==> src/common/hrl_consts.svh <==
// constants of the hop radio link controller: offsets, fields, resets, rates
// assumes inclusion by bare name from package and design files
`ifndef HRL_CONSTS_SVH
`define HRL_CONSTS_SVH

// ****************************************************************
// register byte offsets
// ****************************************************************
`define HRL_OFF_CTRL      8'h00
`define HRL_OFF_OWN_ID    8'h04
`define HRL_OFF_PEER_ID   8'h08
`define HRL_OFF_NET_ID    8'h0C
`define HRL_OFF_MASK      8'h10
`define HRL_OFF_HOP_LEN   8'h14
`define HRL_OFF_FILL      8'h18
`define HRL_OFF_IDLE      8'h1C
`define HRL_OFF_REPEAT    8'h20
`define HRL_OFF_MISSED    8'h24
`define HRL_OFF_SLOTS     8'h28
`define HRL_OFF_BAUD      8'h2C
`define HRL_OFF_STATUS    8'h30

// ****************************************************************
// control field positions
// ****************************************************************
`define HRL_CTRL_MASTER   0
`define HRL_CTRL_MULTI    1
`define HRL_CTRL_ACK      2
`define HRL_CTRL_FACTORY  3

// ****************************************************************
// reset values (factory defaults)
// ****************************************************************
`define HRL_RST_MASTER    1'b0
`define HRL_RST_MULTI     1'b0
`define HRL_RST_ACK       1'b0
`define HRL_RST_ID        8'h01
`define HRL_RST_NET       16'h0000
`define HRL_RST_MASK      16'hFFFF
`define HRL_RST_HOP       8'h10
`define HRL_RST_FILL      16'h0001
`define HRL_RST_IDLE      8'h04
`define HRL_RST_REPEAT    4'h0
`define HRL_RST_MISSED    8'h08
`define HRL_RST_SLOT      8'h20
`define HRL_BCAST_ID      8'hFF

// ****************************************************************
// rates
// ****************************************************************
`define HRL_CLK_HZ        200000000
`define HRL_USER_BAUD     115200
`define HRL_DIAG_BAUD     57600

`endif

==> src/common/hrl_pkg.sv <==
// types of the hop radio link controller
// assumes hrl_consts.svh on the include path
`include "hrl_consts.svh"

package hrl_pkg;

  typedef enum logic [1:0] {
    HRL_LINK_SEARCH = 2'b01,
    HRL_LINK_UP     = 2'b10
  } hrl_link_type;

  typedef struct packed {
    logic        broadcast;
    logic [7:0]  dest;
    logic [7:0]  src;
    logic [15:0] net;
    logic [7:0]  hop_len;
    logic [3:0]  seq;
    logic        ack_req;
    logic [7:0]  m_slot;
    logic [7:0]  s_slot;
  } hrl_hdr_type;

  typedef struct packed {
    logic        master;
    logic        multi;
    logic        ack_enable;
    logic [7:0]  own_node_id;
    logic [7:0]  peer_node_id;
    logic [15:0] net_id;
    logic [15:0] addr_match_mask;
    logic [7:0]  hop_list_len;
    logic [15:0] tx_fill_level;
    logic [7:0]  idle_frame_limit;
    logic [3:0]  repeat_count;
    logic [7:0]  missed_frame_limit;
    logic [7:0]  master_slot_size;
    logic [7:0]  slave_slot_size;
    logic [15:0] baud_div;
  } hrl_cfg_type;

  typedef struct packed {
    hrl_cfg_type  cfg;
    hrl_link_type link;
    logic [7:0]   missed;
    logic [7:0]   idle;
    logic         last_for_me;
    logic         holding;
    logic [3:0]   seq;
    logic [3:0]   rep_left;
    logic         tx_valid;
    logic         tx_repeat;
    logic         tx_take;
    hrl_hdr_type  tx_hdr;
    logic         rx_accept;
    logic [3:0]   rx_last_seq;
    logic         rx_seq_valid;
    logic         out_valid;
    logic [7:0]   out_byte;
    logic         ack_send;
    logic [7:0]   ack_dest;
    logic [7:0]   lock_m_slot;
    logic [7:0]   lock_s_slot;
    logic [15:0]  user_cnt;
    logic [15:0]  diag_cnt;
    logic         user_tick;
    logic         diag_tick;
    logic [31:0]  prdata;
    logic         pslverr;
  } hrl_state_type;

endpackage

==> src/design/hrl_link_ctrl.sv <==
// hop radio node link and packet control with apb configuration port
// assumes one clock pclk, frame and slot pulses from the hop timer,
// received headers from the modem and buffer fill from the user port
//
// Notes on behaviour
// - good broadcast payload goes to user port
// - addressed payload delivered only by matching node
// - pair topology sends only addressed packets
// - each pair node keeps own ack setting
// - pair master launches only with link up
// - pair master addresses its one slave
// - pair master ignores fill and idle limits
// - slave launch needs link, fill or idle
// - slave launch needs last master packet ours
// - slave sends once plus repeats; pair zero
// - missed frames at limit drop to search
// - pair slave links only on addressed packets
// - ids, net, mask, hop list must match; multi-drop master skips sender id
// - slave slot sizes own until locked
// - multi-drop master sends broadcast only
// - multi-drop slave addresses master only
// - multi-drop master packets unacked; other acks optional
// - multi-drop master launches on one byte
// - multi-drop master sends once plus repeats
// - repeat copies discarded, payload not forwarded
// - user baud defaults, diagnostics baud fixed
// - factory defaults give slave, ack off
// - sending multi-drop slave continues until empty or lost
`timescale 1ns/1ps
`default_nettype none
`include "hrl_consts.svh"

module hrl_link_ctrl
(
  input  wire logic            pclk,
  input  wire logic            presetn,
  input  wire logic            psel,
  input  wire logic            penable,
  input  wire logic            pwrite,
  input  wire logic [7:0]      paddr,
  input  wire logic [31:0]     pwdata,
  output logic      [31:0]     prdata,
  output logic                 pready,
  output logic                 pslverr,
  input  wire logic            frame_tick,
  input  wire logic            tx_slot,
  input  wire logic [15:0]     buf_count,
  input  wire logic            rx_hdr_valid,
  input  wire logic            rx_ok,
  input  wire hrl_pkg::hrl_hdr_type rx_hdr,
  input  wire logic            rx_byte_valid,
  input  wire logic [7:0]      rx_byte,
  output logic                 tx_valid,
  output logic                 tx_repeat,
  output logic                 tx_take,
  output hrl_pkg::hrl_hdr_type tx_hdr,
  output logic                 user_out_valid,
  output logic      [7:0]      user_out_byte,
  output logic                 ack_send,
  output logic      [7:0]      ack_dest,
  output logic                 link_up,
  output logic      [7:0]      master_slot_eff,
  output logic      [7:0]      slave_slot_eff,
  output logic                 user_baud_tick,
  output logic                 diag_baud_tick
);

  // ****************************************************************
  // constants
  // ****************************************************************
  localparam logic [15:0] USER_DIV_RST =
    16'(`HRL_CLK_HZ / `HRL_USER_BAUD);
  localparam logic [15:0] DIAG_DIV =
    16'(`HRL_CLK_HZ / `HRL_DIAG_BAUD);

  hrl_pkg::hrl_state_type s_q;
  hrl_pkg::hrl_state_type s_d;
  hrl_pkg::hrl_cfg_type   cfg_rst;

  // ****************************************************************
  // factory defaults
  // ****************************************************************
  always_comb
  begin
    cfg_rst                    = '0;
    cfg_rst.master             = `HRL_RST_MASTER;
    cfg_rst.multi              = `HRL_RST_MULTI;
    cfg_rst.ack_enable         = `HRL_RST_ACK;
    cfg_rst.own_node_id        = `HRL_RST_ID;
    cfg_rst.peer_node_id       = `HRL_RST_ID;
    cfg_rst.net_id             = `HRL_RST_NET;
    cfg_rst.addr_match_mask    = `HRL_RST_MASK;
    cfg_rst.hop_list_len       = `HRL_RST_HOP;
    cfg_rst.tx_fill_level      = `HRL_RST_FILL;
    cfg_rst.idle_frame_limit   = `HRL_RST_IDLE;
    cfg_rst.repeat_count       = `HRL_RST_REPEAT;
    cfg_rst.missed_frame_limit = `HRL_RST_MISSED;
    cfg_rst.master_slot_size   = `HRL_RST_SLOT;
    cfg_rst.slave_slot_size    = `HRL_RST_SLOT;
    cfg_rst.baud_div           = USER_DIV_RST;
  end

  // ****************************************************************
  // next state
  // ****************************************************************
  logic        wr_en;
  logic        rd_en;
  logic        net_ok;
  logic        from_peer;
  logic        to_me;
  logic        for_me;
  logic        heard;
  logic        link_ok;
  logic        dup;
  logic        launch_ok;
  logic        launch;
  logic        is_up;
  logic [3:0]  rep_eff;
  logic [31:0] rd_val;
  logic        rd_err;

  always_comb
  begin
    s_d          = s_q;
    wr_en        = psel & penable & pwrite;
    rd_en        = psel & ~penable & ~pwrite;
    is_up        = s_q.link == hrl_pkg::HRL_LINK_UP;
    s_d.tx_valid = 1'b0;
    s_d.tx_take  = 1'b0;
    s_d.out_valid = 1'b0;
    s_d.ack_send = 1'b0;

    // peer filter on network, mask, hop list and sender
    net_ok = ((rx_hdr.net ^ s_q.cfg.net_id) & s_q.cfg.addr_match_mask)
             == 16'h0000 && rx_hdr.hop_len == s_q.cfg.hop_list_len;
    from_peer = net_ok && ((s_q.cfg.master && s_q.cfg.multi)
                || rx_hdr.src == s_q.cfg.peer_node_id);
    to_me  = ~rx_hdr.broadcast && rx_hdr.dest == s_q.cfg.own_node_id;
    for_me = rx_hdr.broadcast | to_me;
    heard  = rx_hdr_valid & rx_ok & from_peer;
    dup    = s_q.rx_seq_valid && rx_hdr.seq == s_q.rx_last_seq;

    // link may come up on this packet
    if (!s_q.cfg.multi)
      link_ok = to_me;
    else
      link_ok = for_me;

    // receive: delivery decision held over the payload bytes
    if (rx_hdr_valid)
    begin
      s_d.rx_accept = heard & for_me & ~dup;
      if (heard && for_me)
      begin
        s_d.rx_last_seq  = rx_hdr.seq;
        s_d.rx_seq_valid = 1'b1;
      end
    end
    if (rx_byte_valid && s_q.rx_accept)
    begin
      s_d.out_valid = 1'b1;
      s_d.out_byte  = rx_byte;
    end

    // acknowledge on the receiver side when the sender asks
    if (heard && to_me && rx_hdr.ack_req)
    begin
      s_d.ack_send = 1'b1;
      s_d.ack_dest = rx_hdr.src;
    end

    // link supervision
    if (heard)
    begin
      s_d.missed = 8'h00;
      if (!s_q.cfg.master)
        s_d.last_for_me = for_me;
      if (link_ok)
      begin
        s_d.link = hrl_pkg::HRL_LINK_UP;
        if (!s_q.cfg.master)
        begin
          s_d.lock_m_slot = rx_hdr.m_slot;
          s_d.lock_s_slot = rx_hdr.s_slot;
        end
      end
    end
    else if (frame_tick && is_up)
    begin
      if (s_q.missed + 8'h01 >= s_q.cfg.missed_frame_limit)
      begin
        s_d.link    = hrl_pkg::HRL_LINK_SEARCH;
        s_d.missed  = 8'h00;
        s_d.holding = 1'b0;
      end
      else
        s_d.missed = s_q.missed + 8'h01;
    end
    if (frame_tick && s_q.idle != 8'hFF)
      s_d.idle = s_q.idle + 8'h01;

    // launch decision per role and topology
    unique case ({s_q.cfg.master, s_q.cfg.multi})
      2'b10: launch_ok = is_up && buf_count != 16'h0000;
      2'b11: launch_ok = buf_count != 16'h0000;
      default: launch_ok = is_up && s_q.last_for_me
               && buf_count != 16'h0000
               && (s_q.holding || buf_count >= s_q.cfg.tx_fill_level
                   || s_q.idle > s_q.cfg.idle_frame_limit);
    endcase
    rep_eff = s_q.cfg.multi ? s_q.cfg.repeat_count : 4'h0;
    launch  = tx_slot && s_q.rep_left == 4'h0 && launch_ok;

    if (!s_q.cfg.master && buf_count == 16'h0000)
      s_d.holding = 1'b0;

    if (launch)
    begin
      s_d.tx_valid  = 1'b1;
      s_d.tx_repeat = 1'b0;
      s_d.tx_take   = 1'b1;
      s_d.rep_left  = rep_eff;
      s_d.seq       = s_q.seq + 4'h1;
      s_d.idle      = 8'h00;
      s_d.holding   = ~s_q.cfg.master & s_q.cfg.multi;
      s_d.tx_hdr.broadcast = s_q.cfg.master & s_q.cfg.multi;
      s_d.tx_hdr.dest = (s_q.cfg.master & s_q.cfg.multi) ? `HRL_BCAST_ID
                        : s_q.cfg.peer_node_id;
      s_d.tx_hdr.src     = s_q.cfg.own_node_id;
      s_d.tx_hdr.net     = s_q.cfg.net_id;
      s_d.tx_hdr.hop_len = s_q.cfg.hop_list_len;
      s_d.tx_hdr.seq     = s_q.seq + 4'h1;
      s_d.tx_hdr.ack_req = ~(s_q.cfg.master & s_q.cfg.multi)
                           & s_q.cfg.ack_enable;
      s_d.tx_hdr.m_slot  = s_q.cfg.master_slot_size;
      s_d.tx_hdr.s_slot  = s_q.cfg.slave_slot_size;
    end
    else if (tx_slot && s_q.rep_left != 4'h0)
    begin
      s_d.tx_valid  = 1'b1;
      s_d.tx_repeat = 1'b1;
      s_d.rep_left  = s_q.rep_left - 4'h1;
    end

    // baud enables: user divisor programmable, diagnostics fixed
    s_d.user_tick = 1'b0;
    s_d.diag_tick = 1'b0;
    if (s_q.user_cnt + 16'h0001 >= s_q.cfg.baud_div)
    begin
      s_d.user_cnt  = 16'h0000;
      s_d.user_tick = 1'b1;
    end
    else
      s_d.user_cnt = s_q.user_cnt + 16'h0001;
    if (s_q.diag_cnt + 16'h0001 >= DIAG_DIV)
    begin
      s_d.diag_cnt  = 16'h0000;
      s_d.diag_tick = 1'b1;
    end
    else
      s_d.diag_cnt = s_q.diag_cnt + 16'h0001;

    // apb read mux, captured in the setup cycle
    rd_val = 32'h0000_0000;
    rd_err = 1'b0;
    unique case (paddr)
      `HRL_OFF_CTRL:    rd_val = {29'h0, s_q.cfg.ack_enable,
                                  s_q.cfg.multi, s_q.cfg.master};
      `HRL_OFF_OWN_ID:  rd_val = {24'h0, s_q.cfg.own_node_id};
      `HRL_OFF_PEER_ID: rd_val = {24'h0, s_q.cfg.peer_node_id};
      `HRL_OFF_NET_ID:  rd_val = {16'h0, s_q.cfg.net_id};
      `HRL_OFF_MASK:    rd_val = {16'h0, s_q.cfg.addr_match_mask};
      `HRL_OFF_HOP_LEN: rd_val = {24'h0, s_q.cfg.hop_list_len};
      `HRL_OFF_FILL:    rd_val = {16'h0, s_q.cfg.tx_fill_level};
      `HRL_OFF_IDLE:    rd_val = {24'h0, s_q.cfg.idle_frame_limit};
      `HRL_OFF_REPEAT:  rd_val = {28'h0, s_q.cfg.repeat_count};
      `HRL_OFF_MISSED:  rd_val = {24'h0, s_q.cfg.missed_frame_limit};
      `HRL_OFF_SLOTS:   rd_val = {16'h0, s_q.cfg.slave_slot_size,
                                  s_q.cfg.master_slot_size};
      `HRL_OFF_BAUD:    rd_val = {16'h0, s_q.cfg.baud_div};
      `HRL_OFF_STATUS:  rd_val = {master_slot_eff, slave_slot_eff,
                                  s_q.missed, s_q.seq, s_q.rep_left[1:0],
                                  s_q.holding, is_up};
      default:          rd_err = 1'b1;
    endcase
    if (psel && !penable)
    begin
      s_d.prdata  = rd_en ? rd_val : 32'h0000_0000;
      s_d.pslverr = rd_err;
    end

    // apb writes take effect in the access cycle
    if (wr_en && !rd_err)
    begin
      unique case (paddr)
        `HRL_OFF_CTRL:
        begin
          if (pwdata[`HRL_CTRL_FACTORY])
            s_d.cfg = cfg_rst;
          else
          begin
            s_d.cfg.master     = pwdata[`HRL_CTRL_MASTER];
            s_d.cfg.multi      = pwdata[`HRL_CTRL_MULTI];
            s_d.cfg.ack_enable = pwdata[`HRL_CTRL_ACK];
          end
        end
        `HRL_OFF_OWN_ID:  s_d.cfg.own_node_id = pwdata[7:0];
        `HRL_OFF_PEER_ID: s_d.cfg.peer_node_id = pwdata[7:0];
        `HRL_OFF_NET_ID:  s_d.cfg.net_id = pwdata[15:0];
        `HRL_OFF_MASK:    s_d.cfg.addr_match_mask = pwdata[15:0];
        `HRL_OFF_HOP_LEN: s_d.cfg.hop_list_len = pwdata[7:0];
        `HRL_OFF_FILL:    s_d.cfg.tx_fill_level = pwdata[15:0];
        `HRL_OFF_IDLE:    s_d.cfg.idle_frame_limit = pwdata[7:0];
        `HRL_OFF_REPEAT:  s_d.cfg.repeat_count = pwdata[3:0];
        `HRL_OFF_MISSED:  s_d.cfg.missed_frame_limit = pwdata[7:0];
        `HRL_OFF_SLOTS:
        begin
          s_d.cfg.master_slot_size = pwdata[7:0];
          s_d.cfg.slave_slot_size  = pwdata[15:8];
        end
        `HRL_OFF_BAUD:    s_d.cfg.baud_div = pwdata[15:0];
        default:          s_d.cfg = s_d.cfg;
      endcase
    end
  end

  // ****************************************************************
  // state register
  // ****************************************************************
  always_ff @(posedge pclk or negedge presetn)
  begin
    if (!presetn)
    begin
      s_q                        <= '0;
      s_q.link                   <= hrl_pkg::HRL_LINK_SEARCH;
      s_q.cfg.master             <= `HRL_RST_MASTER;
      s_q.cfg.multi              <= `HRL_RST_MULTI;
      s_q.cfg.ack_enable         <= `HRL_RST_ACK;
      s_q.cfg.own_node_id        <= `HRL_RST_ID;
      s_q.cfg.peer_node_id       <= `HRL_RST_ID;
      s_q.cfg.net_id             <= `HRL_RST_NET;
      s_q.cfg.addr_match_mask    <= `HRL_RST_MASK;
      s_q.cfg.hop_list_len       <= `HRL_RST_HOP;
      s_q.cfg.tx_fill_level      <= `HRL_RST_FILL;
      s_q.cfg.idle_frame_limit   <= `HRL_RST_IDLE;
      s_q.cfg.repeat_count       <= `HRL_RST_REPEAT;
      s_q.cfg.missed_frame_limit <= `HRL_RST_MISSED;
      s_q.cfg.master_slot_size   <= `HRL_RST_SLOT;
      s_q.cfg.slave_slot_size    <= `HRL_RST_SLOT;
      s_q.cfg.baud_div           <= USER_DIV_RST;
    end
    else
      s_q <= s_d;
  end

  // ****************************************************************
  // outputs
  // ****************************************************************
  assign prdata         = s_q.prdata;
  assign pready         = 1'b1;
  assign pslverr        = psel & penable & s_q.pslverr;
  assign tx_valid       = s_q.tx_valid;
  assign tx_repeat      = s_q.tx_repeat;
  assign tx_take        = s_q.tx_take;
  assign tx_hdr         = s_q.tx_hdr;
  assign user_out_valid = s_q.out_valid;
  assign user_out_byte  = s_q.out_byte;
  assign ack_send       = s_q.ack_send;
  assign ack_dest       = s_q.ack_dest;
  assign link_up        = s_q.link == hrl_pkg::HRL_LINK_UP;
  // locked slave follows the master's slot sizes
  assign master_slot_eff = (!s_q.cfg.master && link_up)
                           ? s_q.lock_m_slot
                           : s_q.cfg.master_slot_size;
  assign slave_slot_eff  = (!s_q.cfg.master && link_up)
                           ? s_q.lock_s_slot
                           : s_q.cfg.slave_slot_size;
  assign user_baud_tick = s_q.user_tick;
  assign diag_baud_tick = s_q.diag_tick;

endmodule
`default_nettype wire

==> config.mk <==
export PLATFORM = sky130hd
export DESIGN_NAME = hrl_link_ctrl
export DESIGN_NICKNAME = d
export VERILOG_FILES = /design/src/common/hrl_pkg.sv /design/src/design/hrl_link_ctrl.sv
export VERILOG_INCLUDE_DIRS = /design/src /design/src/common
export SDC_FILE = /design/constraint.sdc
export NUM_CORES = 1
export LEC_CHECK = 0
export ABC_AREA = 1
export CORE_MARGIN = 2
export CORE_UTILIZATION = 53
export CTS_BUF_LIST = sky130_fd_sc_hd__clkbuf_8
export DETAILED_ROUTE_END_ITERATION = 8
export DONT_BUFFER_PORTS = 1
export PLACE_DENSITY = 0.68
export SYNTH_ARGS = -nofsm -noshare
export SYNTH_HDL_FRONTEND = slang
export SYNTH_SLANG_ARGS = --single-unit
==> constraint.sdc <==
create_clock -name pclk -period 3.2 [get_ports pclk]
set_input_delay 0.32 -clock pclk [delete_from_list [all_inputs] [get_ports pclk]]
set_output_delay 0.32 -clock pclk [all_outputs]
set_load 0.03 [all_outputs]
Yosys cells after proc, flatten, opt, wreduce, memory -nomap -nowiden
Cells that the tools add are included.

Output and inout bits: 136. Input bits: 136. Register bits: 323. Word-level logic and storage cells: 214.

Equality and inequality tests: 23. Bitwise gates (word level): 21. Reduce and logical (&&, ||, !) cells: 68. Magnitude comparators: 5. Mux-type cells: 43. Add/sub/neg operators: 6.

Operators by type and width (count): 32-bit case mux with 13 select lines (1); 16-bit case mux with 2 select lines (5); 124-bit 2-to-1 mux (1); 8-bit case mux with 2 select lines (5); 63-bit 2-to-1 mux (1); 8-bit 2-to-1 mux (6); 3-bit AND reduction (14); 8-bit by 6-bit == test with 1-bit output (second input constant) (5); 16-bit by 1-bit adder with 16-bit output (second input constant) (2); 8-bit by 5-bit == test with 1-bit output (second input constant) (4); 16-bit >= comparator (2); 16-bit zero test (2); 16-bit 2-to-1 mux (2); 32-bit 2-to-1 mux (1); 2-bit nonzero test (15); 8-bit == test (3); 1-bit logical AND (22); 10-bit 2-to-1 mux (2); 9-bit 2-to-1 mux (2); 8-bit by 1-bit adder with 8-bit output (second input constant) (2); 16-bit bitwise AND (1); 8-bit by 4-bit == test with 1-bit output (second input constant) (2); 16-bit by 12-bit >= comparator with 1-bit output (second input constant) (1); 16-bit nonzero test (1); 31 further kinds (64).

Logic depth before layout (Yosys ltp)
Gate-level depths: netlist of run 1.

Depth after elaboration: 9. Gate-level depth with buffers: 18. Mapped depth without buffers: 17.

Least setup slack after synthesis of run 1
OpenSTA, ideal clock, no wires.

Kind: reg-to-reg. From: register s_q[51] in the netlist's numbering. To: register s_q[57] in the netlist's numbering. Setup time: 0.130 ns. Cell stages (with the launch flop): 15. Data required time: 3.070 ns. Setup slack: 0.534 ns. Path buffers: 1. Data arrival time: 2.536 ns. Period minus slack after synthesis: 2.666 ns. Cell sequence: dfrtp_1 ha_1 nand2_1 nor2_1 inv_1 or3_1 xor2_1 inv_1 ha_1 nand4_1 nor3_1 nand2_1 nand3_1 clkbuf_1 nor2_1.

RTL lines: from (decl) (line hrl_link_ctrl.sv:76) `hrl_pkg::hrl_state_type s_q;`.

Final worst setup path of run 1
From: register s_q[303] in the netlist's numbering. To: register s_q[106] in the netlist's numbering.

Word-level cells in the longest chain between the ends: 8.

Ends and longest elaborated chain: 16-bit XOR (line hrl_link_ctrl.sv:134) `net_ok = ((rx_hdr.net ^ s_q.cfg.net_id) & s_q.cfg.addr_match_mask)`; 16-bit bitwise AND (line hrl_link_ctrl.sv:134); 16-bit zero test (line hrl_link_ctrl.sv:134); 1-bit logical AND (line hrl_link_ctrl.sv:135) `== 16'h0000 && rx_hdr.hop_len == s_q.cfg.hop_list_len;`; 1-bit logical AND (line hrl_link_ctrl.sv:136) `from_peer = net_ok && ((s_q.cfg.master && s_q.cfg.multi)`; 1-bit bitwise AND (line hrl_link_ctrl.sv:140) `heard = rx_hdr_valid & rx_ok & from_peer;`; 1-bit bitwise AND (2 in a row) (line hrl_link_ctrl.sv:152) `s_d.rx_accept = heard & for_me & ~dup;`.

No other way between the ends. A chain may end at the register's enable or synchronous reset.

==> results of run 1 <==
[path summary, 6_finish.rpt]
check                           slack, ns        end  cells past startpoint  startpoint
min in group pclk                    0.05  tx_repeat                      2     tx_slot
worst min-delay path                -0.58    s_q[68]                      0     presetn
max in group asynchronous            3.22    s_q[80]                      0     presetn
worst max register to register       0.26   s_q[106]                     11    s_q[303]
worst max-delay path                 0.26   s_q[106]                     11    s_q[303]
worst min register to register       0.46   s_q[229]                      2    s_q[229]
[cell families (layout without fill, tap and decap cells)]
kind of cell | Yosys count | count (layout)
xor+xnor | 45 | 45
buf+inv | 454 | 439
flops | 323 | 323
fa+ha+maj | 55 | 55
simple gates | 1248 | 1248
other cells | 2 | 7
compound gates | 242 | 242
[critical path, stage by stage, from the launching register on]
cell	delay, ns
sky130_fd_sc_hd__dfrtp_1	0.47
sky130_fd_sc_hd__or2_2	0.31
sky130_fd_sc_hd__nand3_1	0.08
sky130_fd_sc_hd__nand2_1	0.11
sky130_fd_sc_hd__nor2_1	0.15
sky130_fd_sc_hd__nand3_1	0.14
sky130_fd_sc_hd__nor2_1	0.32
sky130_fd_sc_hd__nand2_1	0.27
sky130_fd_sc_hd__nor2_2	0.21
sky130_fd_sc_hd__inv_1	0.14
sky130_fd_sc_hd__o22ai_1	0.13
sky130_fd_sc_hd__dlygate4sd3_1	0.56
[state kept, by name (all words and copies together), names as in the netlist]
register	count
user_out_byte	8
tx_repeat	1
prdata	32
ack_dest	8
ack_send	1
diag_baud_tick	1
user_baud_tick	1
user_out_valid	1
tx_take	1
tx_hdr	62
s_q	206
tx_valid	1
[power groups by stage]
stage	sequential, mW	clock [mW]	combinational (mW)
2_1_floorplan	4.33	0	0.541
3_3_place_gp	4.38	0	0.639
3_5_place_dp	4.38	0	0.660
4_1_cts	4.31	4.06	0.709
5_1_grt	4.32	4.23	0.821
6_report	4.31	4.02	0.723
[cell type report]
class	count	area (sq um)	area share
well taps	448	561	0.0287
repair buffers	88	781	0.0400
clock buffers	72	991	0.0508
inverters	248	931	0.0477
flip-flops and latches	323	8120	0.416
clock inverters	31	208	0.0106
multi-input cells	1595	7930	0.406
diodes	2	5.00	0.000256
[routing by layer]
layer / up-vias / GRT usage / wire [um]
li1: 7468 / - / -
met1: 7637 / 0.434 / 23500
met2: 842 / 0.469 / 24500
met3: 119 / 0.0842 / 6600
met4: 0 / 0.127 / 2280
met5: - / 0 / 0
[placed cells by master, fill, tap and decap left out, types with 44 or more instances in the layout]
| cell | count |
|---|---|
| sky130_fd_sc_hd__nand2_1 | 730 |
| sky130_fd_sc_hd__dfrtp_1 | 293 |
| sky130_fd_sc_hd__inv_1 | 240 |
| sky130_fd_sc_hd__nor2_1 | 236 |
| sky130_fd_sc_hd__nand4_1 | 163 |
| sky130_fd_sc_hd__o21ai_0 | 105 |
| sky130_fd_sc_hd__clkbuf_8 | 72 |
| sky130_fd_sc_hd__nand3_1 | 55 |
| sky130_fd_sc_hd__ha_1 | 55 |
| sky130_fd_sc_hd__a21oi_1 | 53 |
| sky130_fd_sc_hd__buf_4 | 44 |
[through the flow]
step,worst slack (ns),util,cells,instance area (sq um)
floorplan,0.534,-,2372,18300
global placement,0.488,0.531,2659,17900
detailed placement,0.376,0.531,2659,17900
CTS,0.325,0.579,2805,19500
global route,0.0912,0.579,2807,19500
finish,0.257,0.579,2807,19500
[timing repair]
| item | 4_1_cts | 5_1_grt |
|---|---|---|
| setup endpoints to repair | 0 | 1 |
| gates resized for setup | 0 | 1 |
| endpoints found under the hold margin | 376 | 323 |
| setup buffers | 0 | 0 |
==> metrics.log, run 1 <==
INFO  metric num_vias = 16.1k
INFO  metric maxCapViolCount = 0
INFO  metric ys_ff_latch = 323
INFO  metric placementRows = 67
INFO  metric synth_cell_types = 48
INFO  metric cts.path.max_buffers = 3
INFO  metric wl_per_cell = 20.2 um
INFO  metric synth_seq_area_share = 0.445
INFO  metric post_synth_most_frequent_cells = sky130_fd_sc_hd__nand2_1 (731), sky130_fd_sc_hd__dfrtp_1 (293), sky130_fd_sc_hd__nor2_1 (238)
INFO  metric number_of_antenna_violations_at_the_first_check_in_global_routing = 2
INFO  metric post_synth_edffs = 0
INFO  metric flow.area_growth_from_synthesis = 7.03%
INFO  metric synth_simple_gate_area_share = 0.295
INFO  metric startpoint_type = register
INFO  metric synth_xor_xnor_area_share = 0.0216
INFO  metric synth_top_family_by_area = simple AND/OR/NAND/NOR gates
INFO  metric rsz0062_at_grt = false
INFO  metric routed_wl = around 57,000 um
INFO  metric post_synthesis_mux_area_share = 0
INFO  metric comb_power_share = 0.080
INFO  metric drv_slew = 0
INFO  metric clock_transition_at_the_registers_of_the_reported_paths = 0.07 ns
INFO  metric yosys_warns = 0
INFO  metric finalHoldWorstSlack = -0.585 ns
INFO  metric grt_pass1_vias = 15.0k
INFO  metric grt_first_pass_wirelength = around 87,000 um
INFO  metric die_height = 190 um
INFO  metric final.setup.tns = 0 ns
INFO  metric clock_skew = 0.0304 ns
INFO  metric grt_max_degree = 324
INFO  metric via_per_inst = 5.72
INFO  metric floorplan.die_area = about 36,000 sq um
INFO  metric timing.final.hold_violations = 323
INFO  metric sequential_power_share = 0.476
INFO  metric timing.final.setup_violations = 0
INFO  metric cts_htree_levels = 2
INFO  metric drc = 0
INFO  metric synth.cell_area = 18,200 sq um
INFO  metric synth-compound-area-share = 0.0785
INFO  metric async_reset_ff_frac = 1.00
INFO  metric net-switching-power = 2.35 mW
INFO  metric cts.sink_count = roughly 320
INFO  metric route.antenna.remaining_nets = 0
INFO  metric ctsRootBufferMaster = sky130_fd_sc_hd__clkbuf_8
INFO  metric static-leakage-power = 10.0 nW
INFO  metric worstSetupEndpointType = register
INFO  metric yosysMostFrequentCell = sky130_fd_sc_hd__nand2_1
INFO  metric path_class = register to register
INFO  metric cts_buffers = 55
INFO  metric p_total = 9.05 mW
INFO  metric cellPowerDensity = 464 nW/um^2
INFO  metric globalRoute.totalOverflow = 0
INFO  metric weighted_congestion_reported_at_the_end_of_routability_driven_placement = 0.986
INFO  metric net_count_reported_at_finish = 2,502
INFO  metric period_needed = about 2.9 ns
INFO  metric internal-power = 6.71 mW
INFO  metric firstDrtPassIters = 6
INFO  metric violations_in_the_final_reports = hold timing
INFO  metric synthAdderAreaFrac = 0.0377
INFO  metric tritoncts_clock_tree = built
INFO  metric worst_ep_arrival_time = 3.49 ns
INFO  metric layout-drive-gt1-share = 0.0925
INFO  metric critical_path_required = approximately 3.7 ns
INFO  metric path_max_fanout = 7
INFO  metric power.share.switching = 0.259
INFO  metric synthFlopType = sky130_fd_sc_hd__dfrtp_1
INFO  metric clkLatencyLatePin = about 0.62 ns
INFO  metric tightest_slew = 0.948 ns
INFO  metric run_status = finished, violations left
INFO  metric portBuffers = 0
INFO  metric core_region_area = 33,700 sq um
INFO  metric initial_utilization = 0.541
INFO  metric synthDominantCellAreaShare = 0.402
INFO  metric pin_count = 272
INFO  metric postSynthAreaPerCell = 7.70 sq um
INFO  metric drt-initial-drc-count = between 1.5k and 2k
INFO  metric min_period_over_period = 0.920
INFO  metric fillCellCount = 3,051
INFO  metric vdd.ir_drop.worst = approximately 0.28 mV
INFO  metric synth_cells = 2,369
INFO  metric die_span_in_x = about 190 um
INFO  metric power_frac_clock = 0.444
INFO  metric cts_hold_repair.buffers = 43
INFO  metric post-dp-hpwl = roughly 40,000 um
INFO  metric global_route.usage.total = 0.314
INFO  metric yosys.area.top_type = sky130_fd_sc_hd__dfrtp_1
INFO  metric achievable-frequency = 340 MHz
INFO  metric maxSlewHeadroom = 0.367
INFO  metric yosys-top-cells-area = sky130_fd_sc_hd__dfrtp_1 (40%), sky130_fd_sc_hd__nand2_1 (15%), sky130_fd_sc_hd__nand4_1 (5.6%)
INFO  metric timing.hold.worst.class = input pin to async pin
Note: power is estimated with default switching activity, not from simulation.
==> run 2, diff against run 1 <==
CORE_ASPECT_RATIO = 1.4   (was default)
CTS_BUF_LIST = default   (was sky130_fd_sc_hd__clkbuf_8)
==> metrics.log, run 2 (same netlist as run 1, synthesis figures left out) <==
INFO  metric cellPowerDensity = 463 nW/um^2 (-0.11%)
INFO  metric maxCapViolCount = 0 (unchanged)
INFO  metric static-leakage-power = 9.76 nW (-2.4%)
INFO  metric path_class = register to primary output
INFO  metric post-place-ws = 0.433 ns (+0.0572 ns)
INFO  metric most_common_library_cell_in_the_layout_ignoring_fill_and_taps = sky130_fd_sc_hd__nand2_1
INFO  metric wl_per_cell = 20.8 um (+2.9%)
INFO  metric clock_skew = 0.0338 ns (+0.00331 ns)
INFO  metric cts_buffers = 35 (-36%)
INFO  metric worst_ep_arrival_time = 2.50 ns (-0.99 ns)
INFO  metric number_of_flip_flops_in_the_largest_register = 206 (unchanged)
INFO  metric post-cts-setup-buffers = 0 (unchanged)
INFO  metric power.share.switching = 0.254 (-0.00555)
INFO  metric tritoncts_clock_tree = built
INFO  metric initial_utilization = 0.536 (-0.00529)
INFO  metric drc = 0 (unchanged)
INFO  metric grt_max_degree = 324 (unchanged)
INFO  metric rsz0062_at_grt = false
INFO  metric fin_area = 19,300 sq um (-1.2%)
INFO  metric floorplan.die_area = 35,900 sq um (about the same)
INFO  metric postcts_resize_cnt = 0 (unchanged)
INFO  metric die_span_in_x = 161 um (-15%)
INFO  metric drv_slew = 43 (+43)
INFO  metric maxSlewHeadroom = -0.0137 (-0.381)
INFO  metric place_area = 17,800 sq um (-0.34%)
INFO  metric clock_transition_at_the_registers_of_the_reported_paths = 0.06 ns (about the same)
INFO  metric number_of_antenna_violations_at_the_first_check_in_global_routing = 1 (-1)
INFO  metric core_region_area = 34,000 sq um (+0.99%)
INFO  metric global_route.usage.total = 0.318 (+0.00454)
INFO  metric run_status = finished, violations left
INFO  metric p_total = 8.94 mW (-1.3%)
INFO  metric die_height = 224 um (+18%)
INFO  metric final_critical_path_setup_slack = 0.376 ns (+0.119 ns)
INFO  metric place_inst = 2,650 (-0.34%)
INFO  metric finalHoldWorstSlack = -0.503 ns (+0.0817 ns)
INFO  metric flow.area_growth_from_synthesis = 5.76%
INFO  metric firstDrtPassIters = 6 (unchanged)
INFO  metric layout.cells.most_common_list = sky130_fd_sc_hd__nand2_1 (730), sky130_fd_sc_hd__dfrtp_1 (293), sky130_fd_sc_hd__nor2_1 (236)
INFO  metric via_per_inst = 5.72 (about the same)
INFO  metric violations_in_the_final_reports = hold timing, slew limit
INFO  metric regMostFlops = s_q
INFO  metric tightest_slew = 1.52 ns (+0.572 ns)
INFO  metric layout-drive-gt1-share = 0.0752 (-0.0173)
INFO  metric placementRows = 80 (+19%)
INFO  metric sequential_power_share = 0.483 (+0.007)
INFO  metric fillCellCount = 3,215 (+5.4%)
INFO  metric timing.final.hold_violations = 294 (-9.0%)
INFO  metric n_antenna_cell = 0 (-2)
INFO  metric cts.sink_count = 323 (unchanged)
INFO  metric final_core_util = 0.567 (-0.0125)
INFO  metric instances_no_fill = 2,751 (-2.0%)
INFO  metric comb_power_share = 0.081 (about the same)
INFO  metric num_vias = 15.7k (-2.0%)
INFO  metric grt_pass1_vias = 15.3k (+1.8%)
INFO  metric grt_first_pass_wirelength = 87,800 um (+1.2%)
INFO  metric period_needed = 2.82 ns (-0.119 ns)
INFO  metric net-switching-power = 2.27 mW (-3.4%)
INFO  metric route.antenna.remaining_nets = 0 (unchanged)
INFO  metric ctsRootBufferMaster = sky130_fd_sc_hd__clkbuf_16
INFO  metric timing.hold.worst.class = input pin to async pin
INFO  metric cts_htree_levels = 2 (unchanged)
INFO  metric routed_wl = 57,300 um (+0.90%)
INFO  metric multi_input_comb_area = 7920 sq um (about the same)
INFO  metric clkLatencyLatePin = 0.54 ns (-0.08 ns)
INFO  metric achievable-frequency = 354 MHz (+4.2%)
INFO  metric drt-initial-drc-count = 1,673 (-8.2%)
INFO  metric seq_area = 8120 sq um (unchanged)
INFO  metric net_count_reported_at_finish = 2,466 (-1.4%)
INFO  metric path_max_fanout = 32 (+25)
INFO  metric power_frac_clock = 0.437 (-0.007)
INFO  metric portBuffers = 0 (unchanged)
INFO  metric post-dp-hpwl = 41,000 um (+1.8%)
INFO  metric cts_hold_repair.buffers = 39 (-9.3%)
INFO  metric cts.path.max_buffers = 3 (unchanged)
INFO  metric pin_count = 272 (unchanged)
INFO  metric min_period_over_period = 0.882 (-0.0373)
INFO  metric worstSetupEndpointType = primary output
INFO  metric internal-power = 6.67 mW (-0.56%)
INFO  metric globalRoute.totalOverflow = 0 (unchanged)
INFO  metric final.setup.tns = 0 ns (unchanged)
INFO  metric vdd.ir_drop.worst = 0.308 mV (+8.2%)
INFO  metric timing.final.setup_violations = 0 (unchanged)
INFO  metric weighted_congestion_reported_at_the_end_of_routability_driven_placement = 0.992 (+0.64%)
INFO  metric critical_path_required = 2.88 ns (-0.86 ns)
INFO  metric startpoint_type = register
## run 2: cell count changes in the layout (fill, tap and decap cells not counted), moves of 4 or more
cell | before | now
sky130_fd_sc_hd__clkbuf_8 | 72 | 5
sky130_fd_sc_hd__clkbuf_16 | 0 | 35
sky130_fd_sc_hd__inv_1 | 240 | 222
sky130_fd_sc_hd__buf_4 | 44 | 30
sky130_fd_sc_hd__clkbuf_1 | 0 | 9
sky130_fd_sc_hd__dlygate4sd3_1 | 43 | 39
## run 2: worst max-delay path: stages (launching register included)
cell and delay [ns]:
sky130_fd_sc_hd__dfrtp_1 0.42, sky130_fd_sc_hd__inv_1 0.16, sky130_fd_sc_hd__buf_4 0.24, sky130_fd_sc_hd__nand2_1 0.09
sky130_fd_sc_hd__buf_4 0.30, sky130_fd_sc_hd__nor2_1 0.08, sky130_fd_sc_hd__a21oi_1 0.67
## run 2: path summary, 6_finish.rpt
path	slack, ns	start	endpoint	cells past startpoint
hold / removal	-0.50	presetn	s_q[46]	0
min in group pclk	0.02	frame_tick	s_q[184]	2
hold reg to reg	0.46	s_q[221]	s_q[221]	2
setup reg to reg	0.42	s_q[51]	s_q[53]	14
max in group asynchronous	2.48	presetn	tx_hdr[43]	0
setup / recovery	0.38	s_q[326]	slave_slot_eff[3]	6
## run 2: area by class of cell
class	count	area share
timing repair buffer	72	0.0350
tap	451	0.0292
clock buffer	49	0.0507
multi-input combinational	1595	0.411
clock inverter	13	0.00519
sequential	323	0.421
inverter	248	0.0483
## run 2: metal layers
layer	track usage	part of all wire	up-vias	routed length [um]
met1	0.385	0.38	7482	21700
met5	0	0.00035	-	20
li1	-	-	7359	-
met2	0.518	0.46	736	26700
met4	0.175	0.059	2	3380
met3	0.0844	0.098	161	5600
## run 2: power groups by stage
stage	Sequential, mW	Combinational, mW	Clock, mW
after floorplan	4.33	0.541	0
after global placement	4.38	0.634	0
after detailed placement	4.38	0.661	0
after CTS	4.31	0.711	3.94
after global routing	4.32	0.814	4.11
final	4.31	0.721	3.90
==> run 3, diff against run 2 <==
ABC_AREA = default   (was 1)
CAP_MARGIN = 5   (was default)
HOLD_SLACK_MARGIN = 0.05   (was default)
==> metrics.log, run 3 <==
INFO  metric run_status = finished, violations left
INFO  metric violations_in_the_final_reports = hold timing
INFO  metric fillCellCount = 2,665 (-17%)
INFO  metric synth_cells = 1,667 (-30%)
INFO  metric maxSlewHeadroom = 0.210 (+0.224)
INFO  metric globalRoute.totalOverflow = 0 (unchanged)
INFO  metric cts.path.max_buffers = 3 (unchanged)
INFO  metric grt_max_degree = 324 (unchanged)
INFO  metric cts_hold_repair.buffers = 65 (+67%)
INFO  metric firstDrtPassIters = 5 (-1)
INFO  metric routed_wl = 52,300 um (-8.8%)
INFO  metric ctsRootBufferMaster = sky130_fd_sc_hd__clkbuf_16
INFO  metric layout-drive-gt1-share = 0.158 (+0.0827)
INFO  metric timing.critical_path.slowest_stage_cell = sky130_fd_sc_hd__dfrtp_1
INFO  metric grt_pass1_vias = 12.7k (-17%)
INFO  metric synth_cell_types = 71 (+48%)
INFO  metric wl_per_cell = 25.4 um (+22%)
INFO  metric cts_htree_levels = 1 (-1)
INFO  metric final_core_util = 0.586 (+0.0194)
INFO  metric grt_first_pass_wirelength = 77,900 um (-11%)
INFO  metric yosys.area.top_type = sky130_fd_sc_hd__dfrtp_1
INFO  metric post_synth_most_frequent_cells = sky130_fd_sc_hd__dfrtp_1 (293), sky130_fd_sc_hd__nand2_1 (210), sky130_fd_sc_hd__buf_4 (117)
INFO  metric multi_input_comb_area = 7500 sq um (-5.3%)
INFO  metric drv_slew = 0 (-100%)
INFO  metric initial_utilization = 0.538 (+0.00158)
INFO  metric critical_path_s_largest_stage_delay = 0.39 ns (-0.28 ns)
INFO  metric drc = 0 (unchanged)
INFO  metric crit_buf_inv = 2 (-1)
INFO  metric pin_count = 272 (unchanged)
INFO  metric global_route.usage.total = 0.308 (-0.00990)
INFO  metric floorplan.die_area = 33,500 sq um (-6.7%)
INFO  metric post_synth_edffs = 0 (unchanged)
INFO  metric min_period_over_period = 0.960 (+0.0771)
INFO  metric tritoncts_clock_tree = built
INFO  metric maxCapViolCount = 0 (unchanged)
INFO  metric timing.hold.worst.class = input pin to async pin
INFO  metric via_per_inst = 6.29 (+9.9%)
INFO  metric static-leakage-power = 8.63 nW (-12%)
INFO  metric critical_path.reg2reg.endpoint = s_q[54]
INFO  metric achievable-frequency = 326 MHz (-8.0%)
INFO  metric seq_area = 8120 sq um (unchanged)
INFO  metric worst-r2r-cell-count = 15 (+1)
INFO  metric number_of_flip_flops_in_the_largest_register = 206 (unchanged)
INFO  metric weighted_congestion_reported_at_the_end_of_routability_driven_placement = 1.01 (+1.4%)
INFO  metric timing.critical_path.mode_cell = sky130_fd_sc_hd__and3_4
INFO  metric portBuffers = 0 (unchanged)
INFO  metric cts.sink_count = 323 (unchanged)
INFO  metric clkLatencyLatePin = 0.59 ns (+0.05 ns)
INFO  metric net_count_reported_at_finish = 1,825 (-26%)
INFO  metric grt-busiest-layer = met2
INFO  metric worst_ep_arrival_time = 3.54 ns (+1.04 ns)
INFO  metric yosys-top-cells-area = sky130_fd_sc_hd__dfrtp_1 (43%), sky130_fd_sc_hd__mux2_2 (6.2%), sky130_fd_sc_hd__buf_4 (5.2%)
INFO  metric async_reset_ff_frac = 1.00 (unchanged)
INFO  metric yosys_warns = 0 (unchanged)
INFO  metric post-dp-hpwl = 37,700 um (-8.0%)
INFO  metric synthFlopType = sky130_fd_sc_hd__dfrtp_1
INFO  metric crit_chain = and4_1 > and3_4 > and3_4 > buf_4 > nand4_1 > xnor2_2 > ha_1 > nand3_2 > a211oi_2 > o31a_1 > a2111oi_2 > o21ai_1 > o21ai_2 > buf_6 > and3_1
INFO  metric clock_skew = 0.0173 ns (-0.0165 ns)
INFO  metric path_class = register to register
INFO  metric path_max_fanout = 7 (-78%)
INFO  metric ys_ff_latch = 323 (unchanged)
INFO  metric synth_seq_area_share = 0.478 (+0.0329)
INFO  metric number_of_antenna_violations_at_the_first_check_in_global_routing = 2 (+1)
INFO  metric final_critical_path_setup_slack = 0.129 ns (-0.247 ns)
INFO  metric clock_transition_at_the_registers_of_the_reported_paths = 0.07 ns (about the same)
INFO  metric core_region_area = 31,600 sq um (-7.1%)
INFO  metric place_area = 16,700 sq um (-6.0%)
INFO  metric fin_area = 18,500 sq um (-4.0%)
INFO  metric layout.cells.most_common_list = sky130_fd_sc_hd__dfrtp_1 (293), sky130_fd_sc_hd__nand2_1 (210), sky130_fd_sc_hd__mux2_2 (94)
INFO  metric flow.area_growth_from_synthesis = 9.06%
INFO  metric cellPowerDensity = 463 nW/um^2 (about the same)
INFO  metric rrSetupSlack = 0.13 ns (-0.29 ns)
INFO  metric timing.final.setup_violations = 0 (unchanged)
INFO  metric die_height = 216 um (-3.4%)
INFO  metric period_needed = 3.07 ns (+0.247 ns)
INFO  metric finalHoldWorstSlack = -0.567 ns (-0.0646 ns)
INFO  metric synth.cell_area = 17,000 sq um (-6.9%)
INFO  metric placementRows = 77 (-3.8%)
INFO  metric use_met1 = 0.367 (-0.0178)
INFO  metric grt_met3_usage = 0.0528 (-0.0316)
INFO  metric route.antenna.remaining_nets = 0 (unchanged)
INFO  metric cts_buffers = 31 (-11%)
INFO  metric die_span_in_x = 155 um (-3.4%)
INFO  metric worst_path_dominant_cell_family = simple AND/OR/NAND/NOR gates
INFO  metric startpoint_type = register
INFO  metric timing.final.hold_violations = 323 (+9.9%)
INFO  metric vdd.ir_drop.worst = 0.370 mV (+20%)
INFO  metric yosysMostFrequentCell = sky130_fd_sc_hd__dfrtp_1
INFO  metric critical_path_required = 3.67 ns (+0.79 ns)
INFO  metric drt-initial-drc-count = 1,302 (-22%)
INFO  metric worstReg2RegStart = s_q[55]
INFO  metric worstSetupEndpointType = register
INFO  metric regMostFlops = s_q
INFO  metric postSynthAreaPerCell = 10.2 sq um (+32%)
INFO  metric tightest_slew = 1.16 ns (-0.365 ns)
INFO  metric most_common_library_cell_in_the_layout_ignoring_fill_and_taps = sky130_fd_sc_hd__dfrtp_1
INFO  metric met2_usage = 0.526 (+0.00772)
INFO  metric post-place-ws = -0.130 ns (-0.564 ns)
INFO  metric synthDominantCellAreaShare = 0.432 (+0.0297)
INFO  metric num_vias = 12.9k (-18%)
## run 3: routing by layer
layer,vias up,wire (um)
met5,-,0
met4,0,3330
met3,162,3570
met2,582,25900
met1,6466,19500
li1,5718,-
## run 3: metrics by stage
stage | total power, mW | std cells | setup TNS (ns)
after detailed placement | 4.75 | 1927 | -1.66
after CTS | 8.61 | 2051 | 0
after floorplan | 4.68 | 1670 | 0
after global placement | 4.73 | 1927 | 0
final | 8.57 | 2056 | 0
after global routing | 8.85 | 2056 | -0.427
## run 3: logic make-up (layout without fill, tap and decap cells)
logic type,Yosys count,count (layout),synth area share
and+or+nand+nor,486,486,0.136
AOI/OAI and AO/OA,335,335,0.135
DFF,323,323,0.478
buffers and inverters,257,246,0.0848
muxes,124,124,0.0818
xor gates and xnor gates,85,85,0.0438
adders and majority gates,55,55,0.0405
other,2,7,0.000442
## run 3: area by class of cell
cell class              count  share of cell area
clock inverters            10             0.00709
well taps                 395              0.0267
flip-flops and latches    323               0.438
repair buffers            123              0.0604
inverters                  65              0.0132
diodes                      2            0.000270
clock buffers              48              0.0491
multi-input cells        1090               0.405
## run 3: repair_timing
action                     4_1_cts  5_1_grt
setup buffers                    0        3
pin swaps                        0        9
resized for setup                7        8
hold endpoints to repair       489      323
setup endpoints to repair       17       17
gates cloned                     1        0
## run 3: worst max path at each step
stage                 start      end  slack, ns  cells past startpoint
floorplan           s_q[53]  s_q[56]       0.14                     15
global placement    s_q[53]  s_q[65]       0.02                     15
detailed placement  s_q[53]  s_q[54]      -0.13                     15
CTS                 s_q[53]  s_q[54]       0.02                     15
global route        s_q[54]  s_q[54]      -0.04                     15
finish              s_q[55]  s_q[54]       0.13                     15
## run 3: worst register-to-register path, stage by stage, from the launching register on
cell and delay [ns]:
sky130_fd_sc_hd__dfrtp_1 0.39, sky130_fd_sc_hd__and4_1 0.24, sky130_fd_sc_hd__and3_4 0.19, sky130_fd_sc_hd__and3_4 0.19, sky130_fd_sc_hd__buf_4 0.12, sky130_fd_sc_hd__nand4_1 0.15, sky130_fd_sc_hd__xnor2_2 0.19, sky130_fd_sc_hd__ha_1 0.31
sky130_fd_sc_hd__nand3_2 0.08, sky130_fd_sc_hd__a211oi_2 0.24, sky130_fd_sc_hd__o31a_1 0.21, sky130_fd_sc_hd__a2111oi_2 0.06, sky130_fd_sc_hd__o21ai_1 0.13, sky130_fd_sc_hd__o21ai_2 0.12, sky130_fd_sc_hd__buf_6 0.15, sky130_fd_sc_hd__and3_1 0.18
## run 3: where the power goes
group / internal (mW) / leakage, nW / switching, mW
Clock: 2.19 / 0.511 / 1.60
Sequential: 4.17 / 4.20 / 0.130
Combinational: 0.223 / 3.92 / 0.263
